## src/hpllc_pkg.sv

```systemverilog
// Package: register map, field layout, reset values and timing of the PLL control block
package hpllc_pkg;
    // Register byte addresses
    localparam logic [31:0] ADR_SRC    = 32'h8000_4cac;
    localparam logic [31:0] ADR_MUL    = 32'h8000_4cb0;
    localparam logic [31:0] ADR_PRE    = 32'h8000_4cb4;
    localparam logic [31:0] ADR_POST   = 32'h8000_4cb8;
    localparam logic [31:0] ADR_MODE   = 32'h8000_4cbc;
    localparam logic [31:0] ADR_STATE  = 32'h8000_4cc0;
    localparam logic [31:0] ADR_ACK    = 32'h8000_4cc4;
    localparam logic [31:0] ADR_REQ    = 32'h8000_4cc8;
    localparam logic [31:0] ADR_R_BW   = 32'h8000_4cd8;
    localparam logic [31:0] ADR_I_BW   = 32'h8000_4cdc;
    localparam logic [31:0] ADR_P_BW   = 32'h8000_4ce0;
    localparam logic [31:0] ADR_IRQ_ST = 32'h8000_4ce4;
    localparam logic [31:0] ADR_IRQ_MK = 32'h8000_4ce8;
    // Input source encodings
    localparam logic [3:0] SRC_FAST_OSC = 4'h1;
    localparam logic [3:0] SRC_MCLK_PIN = 4'h2;
    localparam logic [3:0] SRC_BCLK_PIN = 4'h3;
    localparam logic [3:0] SRC_WS_PIN   = 4'h4;
    localparam logic [3:0] SRC_MAIN_PLL = 4'h8;
    // Mode bit positions and reset value
    localparam int MODE_CLK_GATE = 0;
    localparam int MODE_POWER_OFF = 2;
    localparam int MODE_BYPASS = 4;
    localparam int MODE_OPEN_LOOP = 5;
    localparam logic [5:0] MODE_RESET = 6'h04;
    localparam logic [5:0] MODE_WMASK = 6'h35;
    // Status, request and interrupt bit positions
    localparam int STAT_LOCK = 0;
    localparam int STAT_OPEN = 1;
    localparam int REQ_MUL = 0;
    localparam int REQ_PRE = 1;
    localparam int REQ_POST = 2;
    localparam int IRQ_LOCK_GAIN = 0;
    localparam int IRQ_LOCK_LOST = 1;
    localparam int IRQ_RATE_DONE = 2;
    localparam int IRQ_LOCK_TMO = 3;
    // Timing at the 100 MHz register clock
    localparam int CLK_PERIOD_NS = 10;
    localparam int SETTLE_NS = 40;
    localparam int SETTLE_CYC = (SETTLE_NS + CLK_PERIOD_NS - 1) / CLK_PERIOD_NS;
    localparam int LOCK_WAIT_US = 500;
    localparam int LOCK_WAIT_CYC = LOCK_WAIT_US * 1000 / CLK_PERIOD_NS;
    localparam int TMO_W = 20;
    // State of the top-level register block
    typedef struct packed {
        logic [3:0]       src;
        logic [9:0]       pre;
        logic [16:0]      mul;
        logic [6:0]       post;
        logic [5:0]       mode;
        logic [2:0]       req;
        logic [3:0]       r_bw;
        logic [3:0]       i_bw;
        logic [4:0]       p_bw;
        logic [9:0]       pre_app;
        logic [16:0]      mul_app;
        logic [6:0]       post_app;
        logic [3:0]       r_app;
        logic [3:0]       i_app;
        logic [4:0]       p_app;
        logic [1:0]       stat;
        logic [TMO_W-1:0] tmo_cnt;
        logic             tmo_done;
        logic [31:0]      rdata;
    } hpllc_state_t;
endpackage

```

## src/hpllc_top.sv

```systemverilog
// Top: register file and control of the high-speed PLL core
`timescale 1ns/10ps
module hpllc_top
    import hpllc_pkg::*;
#(
    parameter int LOCK_WAIT = LOCK_WAIT_CYC
)
(
    // Clock, reset, enable
    input  wire logic        clk_sys_i,
    input  wire logic        rst_i,
    input  wire logic        ce_i,
    // Register port
    input  wire logic [31:0] addr_i,
    input  wire logic [31:0] wr_data_i,
    input  wire logic        wr_en_i,
    input  wire logic        rd_en_i,
    output logic [31:0]      rd_data_o,
    // Analog core status
    input  wire logic        lock_i,
    // Analog core controls
    output logic [3:0]       pll_input_source_o,
    output logic [9:0]       pre_divider_code_o,
    output logic [16:0]      multiplier_code_o,
    output logic [6:0]       post_divider_code_o,
    output logic [3:0]       r_bandwidth_o,
    output logic [3:0]       i_bandwidth_o,
    output logic [4:0]       p_bandwidth_o,
    output logic             output_clock_gate_o,
    output logic             pll_power_off_o,
    output logic             pre_divider_bypass_o,
    output logic             hold_rate_open_loop_o,
    // Interrupt
    output logic             irq_o
);
    hpllc_state_t st_reg;
    hpllc_state_t st_next;

    logic [2:0] ack;
    logic [2:0] load;
    logic [3:0] evt;
    logic [3:0] irq_status;
    logic [3:0] irq_mask;
    logic       irq_clr;
    logic       irq_mask_wr;
    logic       lock_now;
    logic       open_now;
    logic       waiting;

    // Address match shared by the write and read decoders
    function automatic logic hit(input logic [31:0] a, input logic [31:0] off);
        hit = (a == off);
    endfunction

    // One handshake per request bit: multiplier/bandwidth, pre, post
    for (genvar g = 0; g < 3; g++) begin : g_hs
        hpllc_rate_hs u_hs (
            .clk_sys_i (clk_sys_i),
            .rst_i     (rst_i),
            .ce_i      (ce_i),
            .req_i     (st_reg.req[g]),
            .ack_o     (ack[g]),
            .load_o    (load[g])
        );
    end

    // Interrupt status is cleared by reading it
    assign irq_clr = ce_i && rd_en_i && hit(addr_i, ADR_IRQ_ST);
    assign irq_mask_wr = wr_en_i && hit(addr_i, ADR_IRQ_MK);

    hpllc_irq u_irq (
        .clk_sys_i (clk_sys_i),
        .rst_i     (rst_i),
        .ce_i      (ce_i),
        .evt_i     (evt),
        .mask_wr_i (irq_mask_wr),
        .mask_i    (wr_data_i[3:0]),
        .clr_i     (irq_clr),
        .status_o  (irq_status),
        .mask_o    (irq_mask),
        .irq_o     (irq_o)
    );

    // Live core state; a powered-down core reports neither lock nor free run
    assign lock_now = lock_i && !st_reg.mode[MODE_POWER_OFF];
    assign open_now = st_reg.mode[MODE_OPEN_LOOP] && !st_reg.mode[MODE_POWER_OFF];
    assign waiting = !st_reg.mode[MODE_POWER_OFF] && !lock_now && !open_now;

    // Next state of the register block
    always_comb begin
        st_next = st_reg;
        evt = 4'h0;
        if (ce_i) begin
            // Register writes; reserved bits are dropped
            if (wr_en_i) begin
                if (hit(addr_i, ADR_SRC)) begin
                    st_next.src = wr_data_i[3:0];
                end
                if (hit(addr_i, ADR_PRE)) begin
                    st_next.pre = wr_data_i[9:0];
                end
                if (hit(addr_i, ADR_MUL)) begin
                    st_next.mul = wr_data_i[16:0];
                end
                if (hit(addr_i, ADR_POST)) begin
                    st_next.post = wr_data_i[6:0];
                end
                if (hit(addr_i, ADR_MODE)) begin
                    st_next.mode = wr_data_i[5:0] & MODE_WMASK;
                end
                if (hit(addr_i, ADR_REQ)) begin
                    st_next.req = wr_data_i[2:0];
                end
                if (hit(addr_i, ADR_R_BW)) begin
                    st_next.r_bw = wr_data_i[3:0];
                end
                if (hit(addr_i, ADR_I_BW)) begin
                    st_next.i_bw = wr_data_i[3:0];
                end
                if (hit(addr_i, ADR_P_BW)) begin
                    st_next.p_bw = wr_data_i[4:0];
                end
            end

            // Codes reach the core directly while it is off; when running,
            // only through the handshake so the loop never sees a half update
            if (st_reg.mode[MODE_POWER_OFF]) begin
                st_next.pre_app = st_reg.pre;
                st_next.mul_app = st_reg.mul;
                st_next.post_app = st_reg.post;
                st_next.r_app = st_reg.r_bw;
                st_next.i_app = st_reg.i_bw;
                st_next.p_app = st_reg.p_bw;
            end else begin
                if (load[REQ_MUL]) begin
                    st_next.mul_app = st_reg.mul;
                    st_next.r_app = st_reg.r_bw;
                    st_next.i_app = st_reg.i_bw;
                    st_next.p_app = st_reg.p_bw;
                end
                if (load[REQ_PRE]) begin
                    st_next.pre_app = st_reg.pre;
                end
                if (load[REQ_POST]) begin
                    st_next.post_app = st_reg.post;
                end
            end

            // Status bits and their edges
            st_next.stat[STAT_LOCK] = lock_now;
            st_next.stat[STAT_OPEN] = open_now;
            evt[IRQ_LOCK_GAIN] = lock_now && !st_reg.stat[STAT_LOCK];
            evt[IRQ_LOCK_LOST] = !lock_now && st_reg.stat[STAT_LOCK];
            evt[IRQ_RATE_DONE] = |load;

            // Lock wait limit: one event per unlocked stretch
            if (!waiting) begin
                st_next.tmo_cnt = '0;
                st_next.tmo_done = 1'b0;
            end else if (!st_reg.tmo_done) begin
                if (st_reg.tmo_cnt == TMO_W'(LOCK_WAIT - 1)) begin
                    st_next.tmo_done = 1'b1;
                    evt[IRQ_LOCK_TMO] = 1'b1;
                end else begin
                    st_next.tmo_cnt = st_reg.tmo_cnt + TMO_W'(1);
                end
            end

            // Read data stand only in the cycle after the strobe;
            // reserved bits and unmapped addresses read as zero
            st_next.rdata = 32'h0;
            if (rd_en_i) begin
                if (hit(addr_i, ADR_SRC)) begin
                    st_next.rdata = {28'h0, st_reg.src};
                end
                if (hit(addr_i, ADR_PRE)) begin
                    st_next.rdata = {22'h0, st_reg.pre};
                end
                if (hit(addr_i, ADR_MUL)) begin
                    st_next.rdata = {15'h0, st_reg.mul};
                end
                if (hit(addr_i, ADR_POST)) begin
                    st_next.rdata = {25'h0, st_reg.post};
                end
                if (hit(addr_i, ADR_MODE)) begin
                    st_next.rdata = {26'h0, st_reg.mode};
                end
                if (hit(addr_i, ADR_STATE)) begin
                    st_next.rdata = {30'h0, st_reg.stat};
                end
                if (hit(addr_i, ADR_ACK)) begin
                    st_next.rdata = {29'h0, ack};
                end
                if (hit(addr_i, ADR_REQ)) begin
                    st_next.rdata = {29'h0, st_reg.req};
                end
                if (hit(addr_i, ADR_R_BW)) begin
                    st_next.rdata = {28'h0, st_reg.r_bw};
                end
                if (hit(addr_i, ADR_I_BW)) begin
                    st_next.rdata = {28'h0, st_reg.i_bw};
                end
                if (hit(addr_i, ADR_P_BW)) begin
                    st_next.rdata = {27'h0, st_reg.p_bw};
                end
                if (hit(addr_i, ADR_IRQ_ST)) begin
                    st_next.rdata = {28'h0, irq_status};
                end
                if (hit(addr_i, ADR_IRQ_MK)) begin
                    st_next.rdata = {28'h0, irq_mask};
                end
            end
        end
    end

    // State register; the core starts powered down on the fast oscillator
    always_ff @(posedge clk_sys_i or posedge rst_i) begin
        if (rst_i) begin
            st_reg <= '0;
            st_reg.src <= SRC_FAST_OSC;
            st_reg.mode <= MODE_RESET;
        end else begin
            st_reg <= st_next;
        end
    end

    // Core controls, all from flip-flops
    assign pll_input_source_o = st_reg.src;
    assign pre_divider_code_o = st_reg.pre_app;
    assign multiplier_code_o = st_reg.mul_app;
    assign post_divider_code_o = st_reg.post_app;
    assign r_bandwidth_o = st_reg.r_app;
    assign i_bandwidth_o = st_reg.i_app;
    assign p_bandwidth_o = st_reg.p_app;
    assign output_clock_gate_o = st_reg.mode[MODE_CLK_GATE];
    assign pll_power_off_o = st_reg.mode[MODE_POWER_OFF];
    assign pre_divider_bypass_o = st_reg.mode[MODE_BYPASS];
    assign hold_rate_open_loop_o = st_reg.mode[MODE_OPEN_LOOP];
    assign rd_data_o = st_reg.rdata;

    // Checks on the block's own behaviour
    property p_mode_write;
        @(posedge clk_sys_i) disable iff (rst_i)
        (ce_i && wr_en_i && addr_i == ADR_MODE) |=>
            output_clock_gate_o == $past(wr_data_i[0])
            && pll_power_off_o == $past(wr_data_i[2])
            && pre_divider_bypass_o == $past(wr_data_i[4])
            && hold_rate_open_loop_o == $past(wr_data_i[5]);
    endproperty
    a_mode_write: assert property (p_mode_write) else $error("mode bits not applied");

    // Lock is registered once, so it must stand a cycle before the read
    property p_read_lock;
        @(posedge clk_sys_i) disable iff (rst_i)
        (ce_i && lock_i && !pll_power_off_o) ##1 (ce_i && rd_en_i && addr_i == ADR_STATE)
            |=> rd_data_o[0];
    endproperty
    a_read_lock: assert property (p_read_lock) else $error("lock not reported");

    property p_read_once;
        @(posedge clk_sys_i) disable iff (rst_i)
        (ce_i && !rd_en_i) |=> rd_data_o == 32'h0;
    endproperty
    a_read_once: assert property (p_read_once) else $error("read data held too long");

    property p_open_stat;
        @(posedge clk_sys_i) disable iff (rst_i)
        (ce_i && $past(ce_i) && rd_en_i && addr_i == ADR_STATE) |=>
            rd_data_o[1] == ($past(hold_rate_open_loop_o, 2) && !$past(pll_power_off_o, 2));
    endproperty
    a_open_stat: assert property (p_open_stat) else $error("free-run status wrong");

    property p_off_follow;
        @(posedge clk_sys_i) disable iff (rst_i)
        (ce_i && pll_power_off_o && !(wr_en_i && addr_i == ADR_MUL)) ##1 ce_i
            |-> ##1 multiplier_code_o == $past(st_reg.mul);
    endproperty
    a_off_follow: assert property (p_off_follow) else $error("code not passed while off");

    property p_ack_read;
        @(posedge clk_sys_i) disable iff (rst_i)
        (ce_i && rd_en_i && addr_i == ADR_ACK) |=> rd_data_o[2:0] == $past(ack);
    endproperty
    a_ack_read: assert property (p_ack_read) else $error("ack read mismatch");

    property p_src_write;
        @(posedge clk_sys_i) disable iff (rst_i)
        (ce_i && wr_en_i && addr_i == ADR_SRC) |=> pll_input_source_o == $past(wr_data_i[3:0]);
    endproperty
    a_src_write: assert property (p_src_write) else $error("source not stored");

    // Running codes move only through the handshake, never straight from a write
    property p_run_hold_mul;
        @(posedge clk_sys_i) disable iff (rst_i)
        (ce_i && !pll_power_off_o && !load[REQ_MUL]) |=> $stable(multiplier_code_o);
    endproperty
    a_run_hold_mul: assert property (p_run_hold_mul) else $error("multiplier moved");

    property p_run_hold_pre;
        @(posedge clk_sys_i) disable iff (rst_i)
        (ce_i && !pll_power_off_o && !load[REQ_PRE]) |=> $stable(pre_divider_code_o);
    endproperty
    a_run_hold_pre: assert property (p_run_hold_pre) else $error("pre divider moved");

    property p_run_hold_post;
        @(posedge clk_sys_i) disable iff (rst_i)
        (ce_i && !pll_power_off_o && !load[REQ_POST]) |=> $stable(post_divider_code_o);
    endproperty
    a_run_hold_post: assert property (p_run_hold_post) else $error("post divider moved");

    // A powered-down core reports neither lock nor free run
    property p_off_stat;
        @(posedge clk_sys_i) disable iff (rst_i)
        (ce_i && $past(ce_i) && $past(pll_power_off_o) && rd_en_i && addr_i == ADR_STATE)
            |=> rd_data_o[1:0] == 2'h0;
    endproperty
    a_off_stat: assert property (p_off_stat) else $error("status set while off");

    // Lock gain and the lock wait limit both raise their status bits
    property p_lock_gain;
        @(posedge clk_sys_i) disable iff (rst_i)
        (ce_i && lock_now && !st_reg.stat[STAT_LOCK]) |=> irq_status[IRQ_LOCK_GAIN];
    endproperty
    a_lock_gain: assert property (p_lock_gain) else $error("lock gain not flagged");

    property p_tmo_event;
        @(posedge clk_sys_i) disable iff (rst_i)
        (ce_i && waiting && !st_reg.tmo_done && st_reg.tmo_cnt == TMO_W'(LOCK_WAIT - 1))
            |=> irq_status[IRQ_LOCK_TMO];
    endproperty
    a_tmo_event: assert property (p_tmo_event) else $error("lock wait not flagged");
endmodule

```

## src/hpllc_rate_hs.sv

```systemverilog
// Rate-change request/acknowledge handshake for one request bit
`timescale 1ns/10ps
module hpllc_rate_hs
    import hpllc_pkg::*;
(
    // Clock and reset
    input  wire logic clk_sys_i,
    input  wire logic rst_i,
    input  wire logic ce_i,
    // Handshake
    input  wire logic req_i,
    output logic      ack_o,
    output logic      load_o
);
    typedef struct packed {
        logic       ack;
        logic [2:0] cnt;
    } hpllc_hs_t;
    hpllc_hs_t hs_reg;
    hpllc_hs_t hs_next;

    // Ack copies the request after a settle time; codes load as ack rises
    always_comb begin
        hs_next = hs_reg;
        load_o = 1'b0;
        if (ce_i) begin
            if (hs_reg.cnt == 3'h0) begin
                if (req_i != hs_reg.ack) hs_next.cnt = 3'(SETTLE_CYC);
            end else begin
                hs_next.cnt = hs_reg.cnt - 3'h1;
                if (hs_reg.cnt == 3'h1) begin
                    hs_next.ack = req_i;
                    load_o = req_i;
                end
            end
        end
    end

    always_ff @(posedge clk_sys_i or posedge rst_i) begin
        if (rst_i) hs_reg <= '0;
        else hs_reg <= hs_next;
    end

    assign ack_o = hs_reg.ack;

    property p_ack_delay;
        @(posedge clk_sys_i) disable iff (rst_i || !ce_i)
        ($rose(req_i) && !ack_o && hs_reg.cnt == 3'h0) |-> !ack_o[*5] ##1 ack_o;
    endproperty
    a_ack_delay: assert property (p_ack_delay) else $error("ack not set 5 cycles after request");

    property p_load_ack;
        @(posedge clk_sys_i) disable iff (rst_i)
        load_o |=> ack_o;
    endproperty
    a_load_ack: assert property (p_load_ack) else $error("load without ack");
endmodule

```

## src/hpllc_irq.sv

```systemverilog
// Sticky interrupt status with mask and clear on read
`timescale 1ns/10ps
module hpllc_irq
    import hpllc_pkg::*;
(
    // Clock and reset
    input  wire logic       clk_sys_i,
    input  wire logic       rst_i,
    input  wire logic       ce_i,
    // Events and software access
    input  wire logic [3:0] evt_i,
    input  wire logic       mask_wr_i,
    input  wire logic [3:0] mask_i,
    input  wire logic       clr_i,
    // Results
    output logic [3:0]      status_o,
    output logic [3:0]      mask_o,
    output logic            irq_o
);
    typedef struct packed {
        logic [3:0] status;
        logic [3:0] mask;
    } hpllc_irq_t;
    hpllc_irq_t ir_reg;
    hpllc_irq_t ir_next;

    // A new event beats a read clear in the same cycle, so none is lost
    always_comb begin
        ir_next = ir_reg;
        if (ce_i) begin
            if (clr_i) ir_next.status = 4'h0;
            ir_next.status = ir_next.status | evt_i;
            if (mask_wr_i) ir_next.mask = mask_i;
        end
    end

    always_ff @(posedge clk_sys_i or posedge rst_i) begin
        if (rst_i) ir_reg <= '0;
        else ir_reg <= ir_next;
    end

    assign status_o = ir_reg.status;
    assign mask_o = ir_reg.mask;
    assign irq_o = |(ir_reg.status & ir_reg.mask);

    property p_set_wins;
        @(posedge clk_sys_i) disable iff (rst_i)
        (ce_i && evt_i != 4'h0) |=> ((status_o & $past(evt_i)) == $past(evt_i));
    endproperty
    a_set_wins: assert property (p_set_wins) else $error("event lost");

    property p_clr;
        @(posedge clk_sys_i) disable iff (rst_i)
        (ce_i && clr_i && evt_i == 4'h0) |=> (status_o == 4'h0) && !irq_o;
    endproperty
    a_clr: assert property (p_clr) else $error("status not cleared by read");
endmodule

```

## config.mk

```make
export PLATFORM = sky130hd
export DESIGN_NAME = hpllc_top
export DESIGN_NICKNAME = d
export VERILOG_FILES = /design/src/hpllc_pkg.sv /design/src/hpllc_top.sv /design/src/hpllc_rate_hs.sv /design/src/hpllc_irq.sv
export SDC_FILE = /design/constraint.sdc
export NUM_CORES = 1
export LEC_CHECK = 0
export ABC_CLOCK_PERIOD_IN_PS = 8420
export BUFFER_PORTS_ARGS = -buffer_cell sky130_fd_sc_hd__buf_2
export CORE_MARGIN = 5
export CORE_UTILIZATION = 48
export DETAILED_ROUTE_END_ITERATION = 6
export GPL_TIMING_DRIVEN = 0
export HOLD_SLACK_MARGIN = 0.12
export PLACE_DENSITY = 0.71
export SETUP_SLACK_MARGIN = 0.2
export SLEW_MARGIN = 0
export SYNTH_ARGS = -nofsm -noshare
export SYNTH_HDL_FRONTEND = slang
export SYNTH_SLANG_ARGS = --single-unit
```

## constraint.sdc

```tcl
create_clock -name clk_sys_i -period 8.42 [get_ports clk_sys_i]
set_clock_uncertainty 0.1 [all_clocks]
set_input_delay 2.526 -clock clk_sys_i [delete_from_list [all_inputs] [get_ports clk_sys_i]]
set_output_delay 2.526 -clock clk_sys_i [all_outputs]
set_load 0.005 [all_outputs]
```

==> out/results.ini, run 1 <==
[worst_setup_path]
cp_top_family = simple AND/OR/NAND/NOR gates
timing_worst_setup_path_type = in2reg
crit_buf_inv = 1
cpPeakStageDelay_ns = 0.67
slowest_cell_on_crit_path = sky130_fd_sc_hd__nor3_1
timing.critical_path.fanout_max = 6
reg2reg_from = st_reg[37]
regToRegEndpoint = st_reg[39]
cp-start-kind = input port
reg2reg_depth = 7
critical_path_required_ns = 8.62
end_kind = register
ff2ff_setup_slack_ns = 5.90
timing.critical_path.cells = buf_2 -> nor4_2 -> nand4_1 -> nor3_1 -> nor2_1 -> nand3_1 -> o2bb2ai_1
worstPathArrival_ns = 5.00

[min_path]
hp-start = st_reg[54]
holdCritPathClass = reg2reg
hold_path_end = st_reg[54]
worstHoldPathCells = 1

[sta]
final.period_utilization = 0.5699
post-route-min-period_ns = 4.799
setup_tns_ns = 0
final-setup-viol-count = 0
endpoints_failing_hold = 0
slew-limit-headroom = 0.2135
rsz0062_at_grt = false
timing_worst_slew_pin_value_ns = 1.164
achievable-frequency_mhz = 208.4
final_max_slew_viol_count = 0
setup_ws_ns = 3.621

[finish]
fill_cells = 1518
nNetsFinal = 986
stdcell_count = 1148
layout-area-overhead-vs-synth_pct = 18.52
postLayoutCoreUtil = 0.5826
largest_reg_flops = 73
share_of_post_route_cells_with_drive_strength_above_1 = 0.4143

[yosys]
post-synth-top-count-cell = sky130_fd_sc_hd__dfrtp_1
synth.top_cells.by_count = sky130_fd_sc_hd__dfrtp_1 (163), sky130_fd_sc_hd__mux2_2 (111), sky130_fd_sc_hd__buf_4 (83)
yosysSeqAreaShare = 0.4842
synth_cell_types = 76
synth-edff-count = 0
netlist.top_cell.by_area = sky130_fd_sc_hd__dfrtp_1
dominant_cells_by_area_after_synthesis = sky130_fd_sc_hd__dfrtp_1 (48%), sky130_fd_sc_hd__mux2_2 (15%), sky130_fd_sc_hd__buf_4 (7.3%)
cells_after_synth = 751
syn-cell-area_sq_mm = 0.008532
synth_warnings = 0
syn_area_per_cell_sq_um = 11.36
synth_register_bits = 165
async_flop_share = 1.000
synth-main-ff-cell = sky130_fd_sc_hd__dfrtp_1
post-synth-top-area-fraction = 0.4781

[detailed_routing]
ant_nets = 0
drt_pre_antenna_iters = 4
drt-wirelength-per-cell_um = 19.20
routed-via-count = 6370
via_per_inst = 5.549
routed_wl_mm = 22.04
drt_first_iter_violations = 454
drc_violations = 0

[cts]
clockRootBuffer = sky130_fd_sc_hd__clkbuf_16
worst_skew_pair.late_latency_ns = 0.43
setup_repair_bufs_after_cts = 0
clkTransAtPathRegs_ns = 0.06
cts_bufs_inserted = 17
ctsHtreeMaxLevel = 4
max-clock-path-buffers = 2
tritoncts = built
post_cts_hold_buffer_count = 0
cts.sinks = 165
post_cts.resized_instances = 0

[power_and_ir_drop]
p_leak_nw = 5.041
total_power_per_unit_cell_area_mw_per_mm2 = 177.5
power.total_mw = 1.795
vdd.ir_drop.worst_mv = 0.1403

[grt]
grt_usage = 0.2170
global_route_wire_length_before_repair_mm = 34.42
vias_in_the_first_global_route = 6139
antenna_violations_before_repair = 1
grt_max_degree = 93
global_route.overflow_total = 0

[placed_design]
preCtsSetupSlack_ns = 3.276
io_buffers = 124
dp_hpwl_mm = 15.86
placedCellCount = 1115
gp_congestion = 0.9214

[job]
drv.max_cap_violation_count = 0

[floorplan]
floorplan.initialDensity = 0.4916
std_cell_rows = 48
die_height_um = 143.3
die_w_um = 143.3
io-pin-count = 158
coreArea_sq_mm = 0.01736
floorplan.die_area_sq_mm = 0.02054

[status]
run_status = complete, no violations

[worst reg2reg max path, delay by kind of cell, from the launching register on]
| family | cells | cell delay, ns |
|---|---|---|
| simple gates | 2 | 0.93 |
| buf+inv | 1 | 0.25 |
| flops | 1 | 0.45 |
| compound gates | 4 | 0.71 |
[report_power, final]
part,internal (mW),switching [mW],total (mW)
sequential,0.817,0.0195,0.836
clock,0.455,0.326,0.781
combinational,0.0630,0.114,0.177
total,1.34,0.460,1.79
[stage by stage]
stage / hold slack [ns] / cell area [sq um]
2_1_floorplan: 0.3554 / 8584
3_3_place_gp: 0.3724 / 9487
3_5_place_dp: 0.3753 / 9522
4_1_cts: 0.3922 / 10110
5_1_grt: 0.3999 / 10110
6_report: 0.3882 / 10110
[logic make-up (layout without fill, tap and decap cells)]
group,Yosys count,in the layout,share of synthesized area
flops,165,165,0.4842
mux,117,117,0.1552
xor+xnor,19,19,0.01950
fa+ha+maj,7,7,0.01026
compound gates,111,111,0.09855
simple gates,202,202,0.1380
buf+inv,129,286,0.09385
other cells,1,16,0.0004395
[layer usage]
metal	up-vias	wire, um	track usage
met5	-	0	0
met2	188	10400	0.3375
met4	0	449	0.07483
met1	3179	9908	0.3059
li1	2971	-	-
met3	32	1276	0.04326
[worst max-delay path by stage]
stage | end | depth (start not counted) | slack, ns | startpoint
3_3_place_gp | p_bandwidth_o[1] | 2 | -0.47 | rst_i
2_1_floorplan | g_hs[0].u_hs.ack_o | 1 | 1.34 | rst_i
3_5_place_dp | st_reg[139] | 6 | 3.28 | addr_i[3]
6_report | rd_data_o[6] | 7 | 3.62 | addr_i[26]
5_1_grt | rd_data_o[8] | 7 | 3.48 | addr_i[26]
4_1_cts | rd_data_o[5] | 7 | 3.73 | addr_i[26]
[area by class of cell]
| type | instances | area (sq um) | area share |
|---|---|---|---|
| Sequential cell | 165 | 4131 | 0.4086 |
| Antenna cell | 1 | 2.502 | 0.0002475 |
| Inverter | 21 | 86.33 | 0.008537 |
| Tap cell | 225 | 281.5 | 0.02784 |
| Timing Repair Buffer | 125 | 648.1 | 0.06409 |
| Clock inverter | 10 | 123.9 | 0.01225 |
| Buffer | 108 | 721.9 | 0.07139 |
| Multi-Input combinational cell | 471 | 3652 | 0.3612 |
| Clock buffer | 22 | 464.2 | 0.04590 |
[layout by cell type (no fill, tap or decap), types with 6 or more instances in the layout]
cell type and count:
sky130_fd_sc_hd__a32oi_1 6, sky130_fd_sc_hd__inv_1 19, sky130_fd_sc_hd__xnor2_1 14, sky130_fd_sc_hd__a22oi_1 6, sky130_fd_sc_hd__a21oi_1 11, sky130_fd_sc_hd__buf_2 128, sky130_fd_sc_hd__conb_1 15, sky130_fd_sc_hd__nand2b_1 7
sky130_fd_sc_hd__o2bb2ai_1 8, sky130_fd_sc_hd__nand2_1 47, sky130_fd_sc_hd__nor3_1 15, sky130_fd_sc_hd__nand3_1 16, sky130_fd_sc_hd__a211oi_1 6, sky130_fd_sc_hd__and3_1 9, sky130_fd_sc_hd__dfrtp_1 163, sky130_fd_sc_hd__clkbuf_1 20
sky130_fd_sc_hd__nor4_1 9, sky130_fd_sc_hd__buf_4 83, sky130_fd_sc_hd__nor2_1 34, sky130_fd_sc_hd__o21ai_0 16, sky130_fd_sc_hd__mux2_2 111, sky130_fd_sc_hd__nand4_1 9, sky130_fd_sc_hd__a22o_1 8, sky130_fd_sc_hd__o31ai_1 9
sky130_fd_sc_hd__ha_1 7, sky130_fd_sc_hd__nor4_2 8, sky130_fd_sc_hd__clkbuf_16 17
No activity file was read; power rests on OpenSTA's default activity.
==> inputs of run 2 (changes only) <==
--- a/config.mk
+++ b/config.mk
@@ -5,7 +5,7 @@
 export SDC_FILE = /design/constraint.sdc
 export NUM_CORES = 1
 export LEC_CHECK = 0
-export ABC_CLOCK_PERIOD_IN_PS = 8420
+export ABC_CLOCK_PERIOD_IN_PS = 4800
 export BUFFER_PORTS_ARGS = -buffer_cell sky130_fd_sc_hd__buf_2
 export CORE_MARGIN = 5
 export CORE_UTILIZATION = 48
==> constraint.sdc (replaced) <==
create_clock -name clk_sys_i -period 4.8 [get_ports clk_sys_i]
set_clock_uncertainty 0.1 [all_clocks]
set_input_delay 1.44 -clock clk_sys_i [delete_from_list [all_inputs] [get_ports clk_sys_i]]
set_output_delay 1.44 -clock clk_sys_i [all_outputs]
set_load 0.005 [all_outputs]
==> out/results.ini, run 2 (synthesis results as in run 1) <==
[finish]
largest_reg_flops = 73  ; unchanged
final_common_cell = sky130_fd_sc_hd__dfrtp_1  ; unchanged
multi_input_comb_area_sq_mm = 0.003652  ; unchanged
layout.area.seq_sq_mm = 0.004131  ; unchanged
share_of_post_route_cells_with_drive_strength_above_1 = 0.4195  ; was 0.4143
layout-area-overhead-vs-synth_pct = 19.37  ; was 18.52%
ant_diodes = 0  ; was 1
mostFrequentLayoutCells = sky130_fd_sc_hd__dfrtp_1 (163), sky130_fd_sc_hd__buf_2 (128), sky130_fd_sc_hd__mux2_2 (111)  ; unchanged
fill_cells = 1476  ; was 1518
nNetsFinal = 989  ; was 986

[status]
run_status = complete, no violations  ; unchanged

[worst_setup_path]
crit_buf_inv = 3  ; was 1
timing.critical_path.cells = buf_2 -> clkbuf_1 -> nor4_2 -> nand3_2 -> buf_2 -> mux2_1  ; was buf_2 -> nor4_2 -> nand4_1 -> nor3_1 -> nor2_1 -> nand3_1 -> o2bb2ai_1
critical_path_required_ns = 5.01  ; was 8.62 ns
cpPeakStageDelay_ns = 0.98  ; was 0.67 ns
cp-start-kind = input port  ; unchanged
timing_worst_setup_path_type = in2reg  ; unchanged
slowest_cell_on_crit_path = sky130_fd_sc_hd__nor4_2  ; was sky130_fd_sc_hd__nor3_1
timing.critical_path.fanout_max = 10  ; was 6
cp_top_family = simple AND/OR/NAND/NOR gates  ; unchanged
timing.critical_path.mode_cell = sky130_fd_sc_hd__buf_2
worstPathArrival_ns = 3.91  ; was 5.00 ns
end_kind = register  ; unchanged

[sta]
timing_worst_slew_pin_value_ns = 1.128  ; was 1.164 ns
setup_tns_ns = 0  ; unchanged
endpoints_failing_hold = 0  ; unchanged
final.period_utilization = 0.7711
final_max_slew_viol_count = 0  ; unchanged
slew-limit-headroom = 0.2416  ; was 0.2135
achievable-frequency_mhz = 270.2
rsz0062_at_grt = false  ; unchanged
post-route-min-period_ns = 3.701
final-setup-viol-count = 0  ; unchanged

[detailed_routing]
via_per_inst = 5.549  ; about the same
routed_wl_mm = 21.83  ; was 22.04 mm
drt-wirelength-per-cell_um = 18.99  ; was 19.20 um
drt_first_iter_violations = 399  ; was 454
ant_nets = 0  ; unchanged
drt_pre_antenna_iters = 5  ; was 4
drc_violations = 0  ; unchanged
routed-via-count = 6381  ; was 6370

[floorplan]
floorplan.die_area_sq_mm = 0.02054  ; unchanged
die_w_um = 143.3  ; unchanged
std_cell_rows = 48  ; unchanged
coreArea_sq_mm = 0.01736  ; unchanged
die_height_um = 143.3  ; unchanged
floorplan.initialDensity = 0.4916  ; unchanged
io-pin-count = 158  ; unchanged

[cts]
worst_skew_pair.late_latency_ns = 0.43  ; about the same
cts.sinks = 165  ; unchanged
cts_bufs_inserted = 17  ; unchanged
setup_repair_bufs_after_cts = 0  ; unchanged
post_cts_hold_buffer_count = 0  ; unchanged
post_cts.resized_instances = 0  ; unchanged
clkTransAtPathRegs_ns = 0.06  ; about the same
ctsHtreeMaxLevel = 4  ; unchanged
max-clock-path-buffers = 2  ; unchanged
tritoncts = built  ; unchanged
clockRootBuffer = sky130_fd_sc_hd__clkbuf_16  ; unchanged

[power_and_ir_drop]
power.total_mw = 3.189  ; was 1.795 mW
clock_power_share = 0.441  ; was 0.435
power.combinational.fraction = 0.099  ; about the same
power_report.internal_total_mw = 2.385  ; was 1.335 mW
total_power_per_unit_cell_area_mw_per_mm2 = 313.1  ; was 177.5 mW/mm^2
vdd.ir_drop.worst_mv = 0.2435  ; was 0.1403 mV
power_switching_share = 0.2520  ; was 0.2561
p_leak_nw = 5.084  ; was 5.041 nW
pwr-share-seq = 0.460  ; was 0.466
switching_power_uw = 803.6  ; was 459.5 uW

[grt]
antenna_violations_before_repair = 0  ; was 1
grt_usage = 0.2154  ; was 0.2170
global_route_wire_length_before_repair_mm = 34.12  ; was 34.42 mm
vias_in_the_first_global_route = 6201  ; was 6139
global_route.overflow_total = 0  ; unchanged
grt_max_degree = 43  ; was 93

[placed_design]
dp_hpwl_mm = 16.09  ; was 15.86 mm
io_buffers = 124  ; unchanged
gp_congestion = 0.9475  ; was 0.9214

[job]
drv.max_cap_violation_count = 0  ; unchanged

[min_path]
holdCritPathClass = reg2reg  ; unchanged

## run 2: cell count changes in the layout (fill, tap and decap cells not counted), moves of 2 or more
cell | previous run | this run
sky130_fd_sc_hd__buf_12 | 0 | 4
sky130_fd_sc_hd__clkbuf_1 | 20 | 17
sky130_fd_sc_hd__clkinv_2 | 1 | 3
sky130_fd_sc_hd__clkinv_4 | 3 | 5
## run 2: path summary, 6_finish.rpt
check                              from                     to  slack, ns  cells after the start
max reg2reg                  st_reg[33]             st_reg[42]       2.33                      7
min in group asynchronous         rst_i            st_reg[112]       0.93                      2
min reg2reg                rd_data_o[6]           rd_data_o[6]       0.40                      1
max in group asynchronous         rst_i  pll_input_source_o[0]       2.82                      4
min                        rd_data_o[6]           rd_data_o[6]       0.40                      1
max                           addr_i[3]            st_reg[139]       1.10                      6
## run 2: area by class of cell
cell class	instances	share of cell area
flip-flops and latches	165	0.4056
multi-input cells	471	0.3586
plain buffers	108	0.07088
repair buffers	128	0.06880
clock buffers	18	0.04312
well taps	225	0.02764
clock inverters	14	0.01720
inverters	21	0.008108
## run 2: power by group through the flow
stage / Clock (mW) / Combinational [mW] / Sequential (mW)
2_1_floorplan: 0 / 0.218 / 1.48
3_3_place_gp: 0 / 0.298 / 1.49
3_5_place_dp: 0 / 0.318 / 1.49
4_1_cts: 1.44 / 0.319 / 1.47
5_1_grt: 1.49 / 0.365 / 1.47
6_report: 1.41 / 0.317 / 1.47
## run 2: per-stage QoR
step / instance area (sq um) / setup WS, ns / util / hold WS [ns] / instances
after floorplan: 8588 / 1.163 / - / 0.3554 / 765
after global placement: 9490 / 0.1178 / 0.5468 / 0.3746 / 1114
after detailed placement: 9570 / 0.7207 / 0.5514 / 0.3874 / 1118
after CTS: 10180 / 1.184 / 0.5868 / 0.4010 / 1150
after global routing: 10180 / 0.9431 / 0.5868 / 0.4189 / 1150
final: 10180 / 1.099 / 0.5868 / 0.3984 / 1150
## run 2: routing by layer
layer,routed length [um],share of wire,global-route usage,vias to the layer above
met5,0,0,0,-
met3,1507,0.069,0.03860,22
met4,302,0.014,0.05946,0
li1,-,-,-,2988
met2,10330,0.47,0.3445,257
met1,9694,0.44,0.3049,3114
## run 2: worst register-to-register path, cell delays in order (launching register included)
cell and delay (ns):
sky130_fd_sc_hd__dfrtp_1 0.41, sky130_fd_sc_hd__ha_1 0.22, sky130_fd_sc_hd__and3_1 0.22, sky130_fd_sc_hd__and3_1 0.23, sky130_fd_sc_hd__a211o_1 0.38, sky130_fd_sc_hd__a2111oi_0 0.56
sky130_fd_sc_hd__xnor2_1 0.18, sky130_fd_sc_hd__nor2_1 0.05
